`src/pkg/cad_defs.svh`:
```
// Address layout constants for configuration access decoding
`ifndef CAD_DEFS_SVH
`define CAD_DEFS_SVH

// ----------------------------------------------------------------------
// Packet address prefixes
// ----------------------------------------------------------------------
`define CAD_PFX_LSB 24
`define CAD_PFX_T0 40'h00000000FDFE
`define CAD_PFX_T1 40'h00000000FDFF
`define CAD_XPFX_LSB 28
`define CAD_XPFX_T0 36'h0000000FE0
`define CAD_XPFX_T1 36'h0000000FE1

// ----------------------------------------------------------------------
// Packet address fields
// ----------------------------------------------------------------------
`define CAD_UREG_LSB 24
`define CAD_BUS_LSB 16
`define CAD_DEV_LSB 11
`define CAD_FN_LSB 8
`define CAD_REG_LSB 2

// ----------------------------------------------------------------------
// Flat software address fields
// ----------------------------------------------------------------------
`define CAD_FBUS_LSB 20
`define CAD_FDEV_LSB 15
`define CAD_FFN_LSB 12
`define CAD_FREG_LSB 2

// ----------------------------------------------------------------------
// Reset values and fixed numbers
// ----------------------------------------------------------------------
`define CAD_HOST_UNIT 5'h00
`define CAD_FUNC_HDR 3'h0
`define CAD_BUS_RST 8'h00

`endif

```
`src/pkg/cad_pkg.sv`:
```
// Types shared by the configuration access decoder
`default_nettype none
package cad_pkg;

  // ----------------------------------------------------------------------
  // Incoming sized request
  // ----------------------------------------------------------------------
  typedef struct packed {
    logic [63:0] addr;
    logic write;
    logic posted;
    logic [3:0] len_dw_m1;
    logic upstream;
    logic [4:0] src_unit;
  } cad_req_type;

  // ----------------------------------------------------------------------
  // Static configuration of this end
  // ----------------------------------------------------------------------
  typedef struct packed {
    logic [4:0] base_unit_identifier;
    logic [5:0] unit_count;
    logic [31:0] impl_mask;
    logic [4:0] host_dev_num;
    logic secondary_side;
    logic upstream_cfg_en;
    logic [7:0] chain_bus;
  } cad_cfg_type;

  typedef enum logic [2:0] {
    CAD_KIND_NONE, CAD_KIND_T0, CAD_KIND_T1, CAD_KIND_XT0, CAD_KIND_XT1
  } cad_kind_type;

  typedef enum logic [2:0] {
    CAD_ACT_NONE, CAD_ACT_ACCEPT, CAD_ACT_FORWARD, CAD_ACT_REFLECT,
    CAD_ACT_ABORT, CAD_ACT_UNCLAIMED, CAD_ACT_MESSAGE, CAD_ACT_DROP
  } cad_act_type;

  // ----------------------------------------------------------------------
  // Decode result
  // ----------------------------------------------------------------------
  typedef struct packed {
    cad_act_type act;
    cad_kind_type kind;
    logic [7:0] bus;
    logic [4:0] dev;
    logic [2:0] fn;
    logic [9:0] regnum;
    logic write;
    logic [63:0] new_addr;
  } cad_res_type;

  typedef struct packed {
    logic [63:0] addr;
    logic write;
    logic ext;
  } cad_pkt_type;

endpackage : cad_pkg
`default_nettype wire

```
`src/core/cad_flat_xlate.sv`:
```
// Flat software configuration address to packet address translation
`default_nettype none
`include "cad_defs.svh"
module cad_flat_xlate (
  // Flat address and local chain
  input wire logic [27:0] flat_addr,
  input wire logic [7:0] chain_bus,
  // Packet address
  output logic [63:0] pkt_addr,
  output logic pkt_ext
);
  import cad_pkg::*;

  wire [7:0] f_bus = flat_addr[`CAD_FBUS_LSB +: 8];
  wire [4:0] f_dev = flat_addr[`CAD_FDEV_LSB +: 5];
  wire [2:0] f_fn = flat_addr[`CAD_FFN_LSB +: 3];
  wire [9:0] f_reg = flat_addr[`CAD_FREG_LSB +: 10];
  wire local_bus = (f_bus == chain_bus);
  // Older targets cannot decode the extended form, so the low space
  // goes out in the regular format
  wire need_ext = (f_reg[9:6] != 4'h0);
  wire [23:0] low_fields = {f_bus, f_dev, f_fn, f_reg[5:0], 2'b00};
  wire [39:0] reg_pfx = local_bus ? `CAD_PFX_T0 : `CAD_PFX_T1;
  wire [35:0] ext_pfx = local_bus ? `CAD_XPFX_T0 : `CAD_XPFX_T1;

  assign pkt_ext = need_ext;
  assign pkt_addr = need_ext ? {ext_pfx, f_reg[9:6], low_fields}
                             : {reg_pfx, low_fields};

endmodule : cad_flat_xlate
`default_nettype wire

```
`src/core/cad_config_decode.sv`:
```
// Configuration access decoder for a chain device or host bridge
//
// Overview of operation
// - Type 0 address: prefix 63:24, bus, device, function, dword register.
// - Only host bridges issue Type 0, so it always travels downstream.
// - Device compares the Type 0 device field against its own device numbers.
// - Double-ended host answers secondary Type 0 at its programmed device.
// - Type 1 address: own prefix in 63:24, same field layout as Type 0.
// - Devices may issue Type 1 peer configuration; hosts may accept it.
// - Host converts local-chain upstream Type 1 to Type 0, accepts own target.
// - Host without upstream configuration support aborts such requests.
// - Extended Type 0: prefix 63:28, upper register 27:24, rest as Type 0.
// - Extended Type 1: same layout, its own prefix in 63:28.
// - Nonposted extended reach registers; posted extended carry messages.
// - Basic functions stay reachable without extended configuration accesses.
// - Every implemented device number has function 0 with a header.
// - Five-bit unit identifiers; base identifier device space always exists.
// - Unimplemented device numbers are not claimed; they master-abort.
// - Host registers on bus 0 sit in the top device numbers, never 0.
// - Unit identifier 0 belongs to the host only.
// - Host translates a flat software address into the packet format.
`default_nettype none
`include "cad_defs.svh"
module cad_config_decode #(
  parameter bit IS_HOST = 1'b0
) (
  // Clock and reset
  input wire logic clk,
  input wire logic rst,
  // Static configuration
  input wire cad_pkg::cad_cfg_type cfg,
  // Received sized request
  input wire logic req_valid,
  input wire cad_pkg::cad_req_type req,
  // Flat software access, host only
  input wire logic sw_valid,
  input wire logic [27:0] sw_addr,
  input wire logic sw_write,
  // Decode result
  output logic res_valid_q,
  output cad_pkg::cad_res_type res_q,
  // Translated packet, host only
  output logic pkt_valid_q,
  output cad_pkg::cad_pkt_type pkt_q,
  // Status
  output logic [7:0] bus_num_q,
  output logic cfg_bad_q
);
  import cad_pkg::*;

  // ----------------------------------------------------------------------
  // Prefix and field extraction
  // ----------------------------------------------------------------------
  wire [39:0] pfx = req.addr[63:`CAD_PFX_LSB];
  wire [35:0] xpfx = req.addr[63:`CAD_XPFX_LSB];
  wire hit_t0 = (pfx == `CAD_PFX_T0);
  wire hit_t1 = (pfx == `CAD_PFX_T1);
  wire hit_xt0 = (xpfx == `CAD_XPFX_T0);
  wire hit_xt1 = (xpfx == `CAD_XPFX_T1);
  wire is_cfg = hit_t0 | hit_t1 | hit_xt0 | hit_xt1;
  wire is_ext = hit_xt0 | hit_xt1;
  wire is_type0 = hit_t0 | hit_xt0;

  wire [7:0] f_bus = req.addr[`CAD_BUS_LSB +: 8];
  wire [4:0] f_dev = req.addr[`CAD_DEV_LSB +: 5];
  wire [2:0] f_fn = req.addr[`CAD_FN_LSB +: 3];
  wire [3:0] f_ureg = is_ext ? req.addr[`CAD_UREG_LSB +: 4] : 4'h0;
  wire [9:0] f_reg = {f_ureg, req.addr[`CAD_REG_LSB +: 6]};

  cad_kind_type kind;
  assign kind = hit_t0 ? CAD_KIND_T0 :
                hit_t1 ? CAD_KIND_T1 :
                hit_xt0 ? CAD_KIND_XT0 :
                hit_xt1 ? CAD_KIND_XT1 : CAD_KIND_NONE;

  // ----------------------------------------------------------------------
  // Request shape checks
  // ----------------------------------------------------------------------
  // Oversized or posted register writes have no defined effect, so they
  // are dropped rather than half-applied
  wire too_long = (req.len_dw_m1 != 4'h0);
  wire posted_wr = req.write & req.posted;
  wire is_message = is_ext & posted_wr;
  wire bad_posted = posted_wr & ~is_ext;
  // A Type 0 travelling upstream cannot come from a host
  wire t0_wrong_dir = is_type0 & (req.upstream | (req.src_unit != `CAD_HOST_UNIT));

  // ----------------------------------------------------------------------
  // Device number ownership
  // ----------------------------------------------------------------------
  wire [5:0] dev_w = {1'b0, f_dev};
  wire [5:0] base_w = {1'b0, cfg.base_unit_identifier};
  wire [5:0] top_w = 6'(base_w + cfg.unit_count);
  // Unit identifier 0 is the host's, a device with base 0 is misconfigured
  wire base_ok = (cfg.base_unit_identifier != `CAD_HOST_UNIT);
  wire dev_owned = (dev_w >= base_w) && (dev_w < top_w);
  wire [31:0] base_bit = 32'h00000001 << cfg.base_unit_identifier;
  wire [31:0] impl_eff = cfg.impl_mask | base_bit;
  wire dev_impl = dev_owned & impl_eff[f_dev] & base_ok;

  // ----------------------------------------------------------------------
  // Host ownership
  // ----------------------------------------------------------------------
  // The host's own spaces start at host_dev_num and run to the top;
  // device 0 is never taken so the chain can still be enumerated
  wire host_dev_ok = (cfg.host_dev_num != 5'h00);
  wire host_self = host_dev_ok & (f_dev >= cfg.host_dev_num);
  wire on_chain = (f_bus == cfg.chain_bus);
  wire sec_t0_hit = cfg.secondary_side & host_dev_ok & (f_dev == cfg.host_dev_num);

  // Reflected Type 0 keeps every field, only the prefix changes
  wire [63:0] reflect_addr = is_ext
    ? {`CAD_XPFX_T0, req.addr[`CAD_XPFX_LSB-1:0]}
    : {`CAD_PFX_T0, req.addr[`CAD_PFX_LSB-1:0]};

  // ----------------------------------------------------------------------
  // Action selection
  // ----------------------------------------------------------------------
  cad_act_type dev_act;
  cad_act_type host_act;
  cad_act_type act;

  always_comb begin
    if (is_type0) begin
      dev_act = dev_impl ? CAD_ACT_ACCEPT : CAD_ACT_UNCLAIMED;
    end else begin
      dev_act = CAD_ACT_FORWARD;
    end
  end

  always_comb begin
    if (is_type0) begin
      host_act = (~req.upstream & sec_t0_hit) ? CAD_ACT_ACCEPT : CAD_ACT_UNCLAIMED;
    end else if (!req.upstream) begin
      host_act = CAD_ACT_FORWARD;
    end else if (!cfg.upstream_cfg_en) begin
      host_act = CAD_ACT_ABORT;
    end else if (on_chain && host_self) begin
      host_act = CAD_ACT_ACCEPT;
    end else if (on_chain) begin
      host_act = CAD_ACT_REFLECT;
    end else begin
      host_act = CAD_ACT_ABORT;
    end
  end

  always_comb begin
    if (!is_cfg) begin
      act = CAD_ACT_NONE;
    end else if (is_message) begin
      act = CAD_ACT_MESSAGE;
    end else if (too_long || bad_posted) begin
      act = CAD_ACT_DROP;
    end else if (IS_HOST) begin
      act = host_act;
    end else if (t0_wrong_dir) begin
      act = CAD_ACT_DROP;
    end else begin
      act = dev_act;
    end
  end

  cad_res_type res_d;
  always_comb begin
    res_d.act = act;
    res_d.kind = kind;
    res_d.bus = f_bus;
    res_d.dev = f_dev;
    res_d.fn = f_fn;
    res_d.regnum = f_reg;
    res_d.write = req.write;
    res_d.new_addr = (act == CAD_ACT_REFLECT) ? reflect_addr : req.addr;
  end

  // ----------------------------------------------------------------------
  // Bus number learned from accepted Type 0 accesses
  // ----------------------------------------------------------------------
  // Software assigns the number; the device only mirrors what the
  // host transmits so device messages can carry it
  wire learn_bus = req_valid & (act == CAD_ACT_ACCEPT) & is_type0;
  wire [7:0] bus_num_d = learn_bus ? f_bus : bus_num_q;
  // Static configuration sanity: device needs a nonzero base, host a top space
  wire cfg_bad_d = IS_HOST ? ~host_dev_ok : ~base_ok;

  // ----------------------------------------------------------------------
  // Flat software address translation, host only
  // ----------------------------------------------------------------------
  logic [63:0] xl_addr;
  logic xl_ext;

  cad_flat_xlate cad_flat_xlate_inst (
    .flat_addr(sw_addr),
    .chain_bus(cfg.chain_bus),
    .pkt_addr(xl_addr),
    .pkt_ext(xl_ext)
  );

  wire pkt_valid_d = IS_HOST & sw_valid;
  cad_pkt_type pkt_d;
  always_comb begin
    pkt_d.addr = xl_addr;
    pkt_d.write = sw_write;
    pkt_d.ext = xl_ext;
  end

  // ----------------------------------------------------------------------
  // Registers
  // ----------------------------------------------------------------------
  always_ff @(posedge clk) begin
    if (rst) begin
      res_valid_q <= 1'b0;
      pkt_valid_q <= 1'b0;
    end else begin
      res_valid_q <= req_valid;
      pkt_valid_q <= pkt_valid_d;
    end
  end

  always_ff @(posedge clk) begin
    if (rst) begin
      res_q <= '0;
      pkt_q <= '0;
    end else begin
      if (req_valid) begin
        res_q <= res_d;
      end
      if (pkt_valid_d) begin
        pkt_q <= pkt_d;
      end
    end
  end

  always_ff @(posedge clk) begin
    if (rst) begin
      bus_num_q <= `CAD_BUS_RST;
      cfg_bad_q <= 1'b0;
    end else begin
      bus_num_q <= bus_num_d;
      cfg_bad_q <= cfg_bad_d;
    end
  end

endmodule : cad_config_decode
`default_nettype wire

```
`config.mk`:
```
export PLATFORM = sky130hd
export DESIGN_NAME = cad_config_decode
export DESIGN_NICKNAME = d
export VERILOG_FILES = /design/src/pkg/cad_pkg.sv /design/src/core/cad_flat_xlate.sv /design/src/core/cad_config_decode.sv
export VERILOG_INCLUDE_DIRS = /design/src /design/src/pkg
export SDC_FILE = /design/constraint.sdc
export NUM_CORES = 1
export LEC_CHECK = 0
export BUFFER_PORTS_ARGS = -buffer_cell sky130_fd_sc_hd__buf_2
export CAP_MARGIN = 10
export CORE_AREA = 2 2 134 136
export DETAILED_ROUTE_END_ITERATION = 8
export DIE_AREA = 0 0 136 138
export PLACE_DENSITY = 0.57
export SYNTH_ARGS = -nofsm -noshare
export SYNTH_HDL_FRONTEND = slang
export SYNTH_SLANG_ARGS = --single-unit
```
`constraint.sdc`:
```
create_clock -name clk -period 4.5 [get_ports clk]
set_input_delay 0.9 -clock clk [delete_from_list [all_inputs] [get_ports clk]]
set_output_delay 0.9 -clock clk [all_outputs]
set_load 0.01 [all_outputs]
```
==> results.txt <==
Leak: 0.003190 uW
adder-cell share of the synthesized area: 3.876%
flop and latch count out of synthesis: 85
Final Wtd Congestion: 0.8076
switch share: 29.39%
wire length of the first global-routing pass: 21.49 mm
Setup crit start: cfg[53]
worst-case headroom to the max-slew limit: 41.60%
Switching Power: 546.7 uW
R2R Path End: res_q[96]
number of cells on the worst hold path: 2
clock buffer count from CTS: 9
Area Growth Syn to Fin: 23.88%
antenna diode count: 0
vias: 4483
Max Transition Viols Final: 0
post-route fraction of the period consumed by the critical path: 79.59%
highest clock frequency the design can meet: 279.2 MHz
master of the slowest instance on the critical path: sky130_fd_sc_hd__or3_1
die footprint: 18770 um2
count of maximum capacitance violations: 0
buffers plus inverters on the worst setup path: 4
cell taking the most area after synthesis: sky130_fd_sc_hd__dfxtp_1
leading register cell type out of synthesis: sky130_fd_sc_hd__dfxtp_1
I/O Pins: 341
H-tree depth: 3
worst endpoint data arrival time: 3.84 ns
ys async rst share: 0%
antenna-violating nets left: 0
part of the power in the clock network: 37.1%
startpoint class of the critical path: input port
setup TNS: 0 ns
main combinational cell family by area after synthesis: simple AND/OR/NAND/NOR gates
clk slew on worst S/H paths: 0.06 ns
Port Buffer Count: 228
fraction of the mapped netlist area in compound gates: 9.789%
smallest setup slack after layout: 0.9185 ns
total global-route track usage: 14.37%
xor/xnor share of the synthesized area: 0.5217%
end of the worst hold path: res_q[94]
DRC violation count after routing: 0
aggregate global routing overflow: 0
via count of the first global-routing pass: 4153
depth of the worst register-to-register path: 2
worst min-delay path startpoint: res_q[94]
beginning of the worst register-to-register path: res_q[96]
number of endpoints with negative hold slack in the final report: 0
post-route worst hold slack: 0.4650 ns
largest driver fanout on the critical path: 13
count of flip-flops with a built-in enable after synthesis: 0
share of layout cells above drive strength 1: 32.61%
unrepaired setup endpoints after global routing: false
Worst Setup Path Type: input port to register
reg2reg setup slack: 3.80 ns
part of the power in registers: 43.4%
most common library cell in the layout ignoring fill and taps: sky130_fd_sc_hd__buf_2
largest net degree at the start of global routing: 50
TritonCTS clock tree: built
Std-Cell Core Area: 17530 um2
total wirelength of the detailed-routed design: 14.25 mm
share of the synthesized area in the top cell type: 33.79%
Worst Tran Pin Value: 0.8759 ns
Post-Syn Instances: 583
register area share after synthesis: 33.79%
drt initial violations: 171
starting utilization of the core area: 28.72%
Die Ht: 138 um
post-layout min period: 3.582 ns
fraction of the core area covered by cells at the end of the flow: 35.58%
TritonCTS sink count: 85
family with the most delay on the worst path: adder cells
simple-gate share of the synthesized area: 19.68%
number of hold buffers added after cts: 0
number of setup buffers added after CTS: 0
Critical Path RT: 4.76 ns
Power Density: 298.2 nW/um2
worst slack at placement: 0.5558 ns
ordered list of cells on the worst path: buf_2 > ha_1 > inv_1 > fa_1 > inv_1 > a21o_1 > a21oi_1 > xor2_1 > ha_1 > o21ai_0 > a21oi_1 > o211a_1 > or3_1 > nor4_4 > buf_4 > mux2i_1
combinational power share: 19.5%
final setup violating endpoints: 0
Max IR drop VDD: 0.0001536 V
count of yosys warnings during synthesis: 0
most used cells in the layout excluding fill and tap cells: sky130_fd_sc_hd__buf_2 (227), sky130_fd_sc_hd__nor2_1 (109), sky130_fd_sc_hd__dfxtp_1 (85), sky130_fd_sc_hd__mux2i_1 (79), sky130_fd_sc_hd__conb_1 (67)
clock root buffer: sky130_fd_sc_hd__clkbuf_16
DR vias/cell: 4.447
Net count, final: 956
drt wl/cell: 14.13 um
chip width: 136 um
CP peak stage delay: 0.42 ns
maximum clock path buffer count: 2
initial antenna violation count: 0
total half-perimeter wirelength after legalization and detailed placement: 10.81 mm
post-CTS sizing: 0
number of placement rows: 49
cell types with the largest area share after synthesis: sky130_fd_sc_hd__dfxtp_1 (34%), sky130_fd_sc_hd__mux2i_1 (16%), sky130_fd_sc_hd__buf_4 (13%)
Power Internal: 1313 uW
worst skew pair latency: 0.33 ns
post-synthesis average cell area: 8.638 um2
type of destination of the critical path: register
Hold WC Path Type: register to register
cell area after technology mapping: 5036 um2
number of distinct library cell variants in the gate-level netlist after synthesis: 54
largest clock skew in the final design: 0 ns
status: completed
fraction of synthesized area in multiplexers: 15.70%
DR pass1 iterations: 4
-- Yosys cell counts (4+ instances only) --
cell and count:
sky130_fd_sc_hd__nor2_1 109, sky130_fd_sc_hd__buf_4 89, sky130_fd_sc_hd__dfxtp_1 85, sky130_fd_sc_hd__mux2i_1 79
sky130_fd_sc_hd__nand2b_1 21, sky130_fd_sc_hd__nand2_1 16, sky130_fd_sc_hd__clkbuf_1 14, sky130_fd_sc_hd__ha_1 14
sky130_fd_sc_hd__inv_1 13, sky130_fd_sc_hd__o21ai_0 12, sky130_fd_sc_hd__a21oi_1 10, sky130_fd_sc_hd__buf_1 10
sky130_fd_sc_hd__nor4_1 9, sky130_fd_sc_hd__nor3_1 8, sky130_fd_sc_hd__nor2b_1 7, sky130_fd_sc_hd__a22oi_1 6
sky130_fd_sc_hd__o211ai_1 6, sky130_fd_sc_hd__a21o_1 5, sky130_fd_sc_hd__nand3_1 5, sky130_fd_sc_hd__buf_2 4
sky130_fd_sc_hd__nand3b_1 4, sky130_fd_sc_hd__o311ai_1 4, sky130_fd_sc_hd__or3_1 4
-- flip-flops by register name, indices dropped and copies added (netlist names) --
signal / cells
cfg_bad_q: 1
res_valid_q: 1
bus_num_q: 8
res_q: 75
-- power groups by stage --
| stage | clock (uW) | sequential (uW) | combinational [uW] |
|---|---|---|---|
| finish | 690 | 807 | 363 |
| global route | 750 | 811 | 405 |
| CTS | 720 | 807 | 367 |
| detailed placement | 0 | 823 | 366 |
| global placement | 0 | 823 | 364 |
| floorplan | 0 | 839 | 254 |
-- metal layers --
| metal | up-vias | GRT usage, % | share of wire (%) |
|---|---|---|---|
| met5 | - | 0 | 0 |
| met2 | 211 | 23.54 | 47 |
| met1 | 2011 | 17.74 | 42 |
| li1 | 2240 | - | - |
| met3 | 21 | 4.254 | 8.9 |
| met4 | 0 | 5.263 | 2.0 |
-- how the worst max path moves through the flow --
stage               cells past startpoint            to  slack [ns]
floorplan                              14  bus_num_q[0]        0.92
global placement                       16  bus_num_q[2]        0.61
detailed placement                     16  bus_num_q[4]        0.56
CTS                                    16  bus_num_q[4]        0.91
global route                           16  bus_num_q[3]        0.66
finish                                 16  bus_num_q[4]        0.92
-- stage by stage --
stage	cells	power (uW)	cell area, um2
finish	1008	1860	6238
global route	1008	1965	6238
CTS	1008	1894	6238
detailed placement	992	1189	5971
global placement	992	1187	5971
floorplan	649	1094	5284
-- worst min-delay path: stages, from the launching register on --
cell	delay, ns
sky130_fd_sc_hd__dfxtp_1	0.31
sky130_fd_sc_hd__nand2_1	0.06
sky130_fd_sc_hd__a21oi_1	0.05
-- cells by family (layout without fill, tap and decap cells) --
group | after synthesis | in the layout
simple gates | 200 | 200
xor+xnor | 3 | 3
mux | 79 | 79
fa+ha+maj | 15 | 15
other cells | 1 | 67
compound gates | 68 | 68
buf+inv | 132 | 262
flops | 85 | 85
-- cell type report --
class | instances | area (um2)
Tap cell | 229 | 286.5
Timing Repair Buffer | 231 | 1179
Clock buffer | 10 | 229.0
Multi-Input combinational cell | 432 | 2748
Sequential cell | 85 | 1702
Clock inverter | 6 | 38.79
Inverter | 15 | 56.30
Fill cell | 1885 | 11300
(Power assumes the default switching activity.)
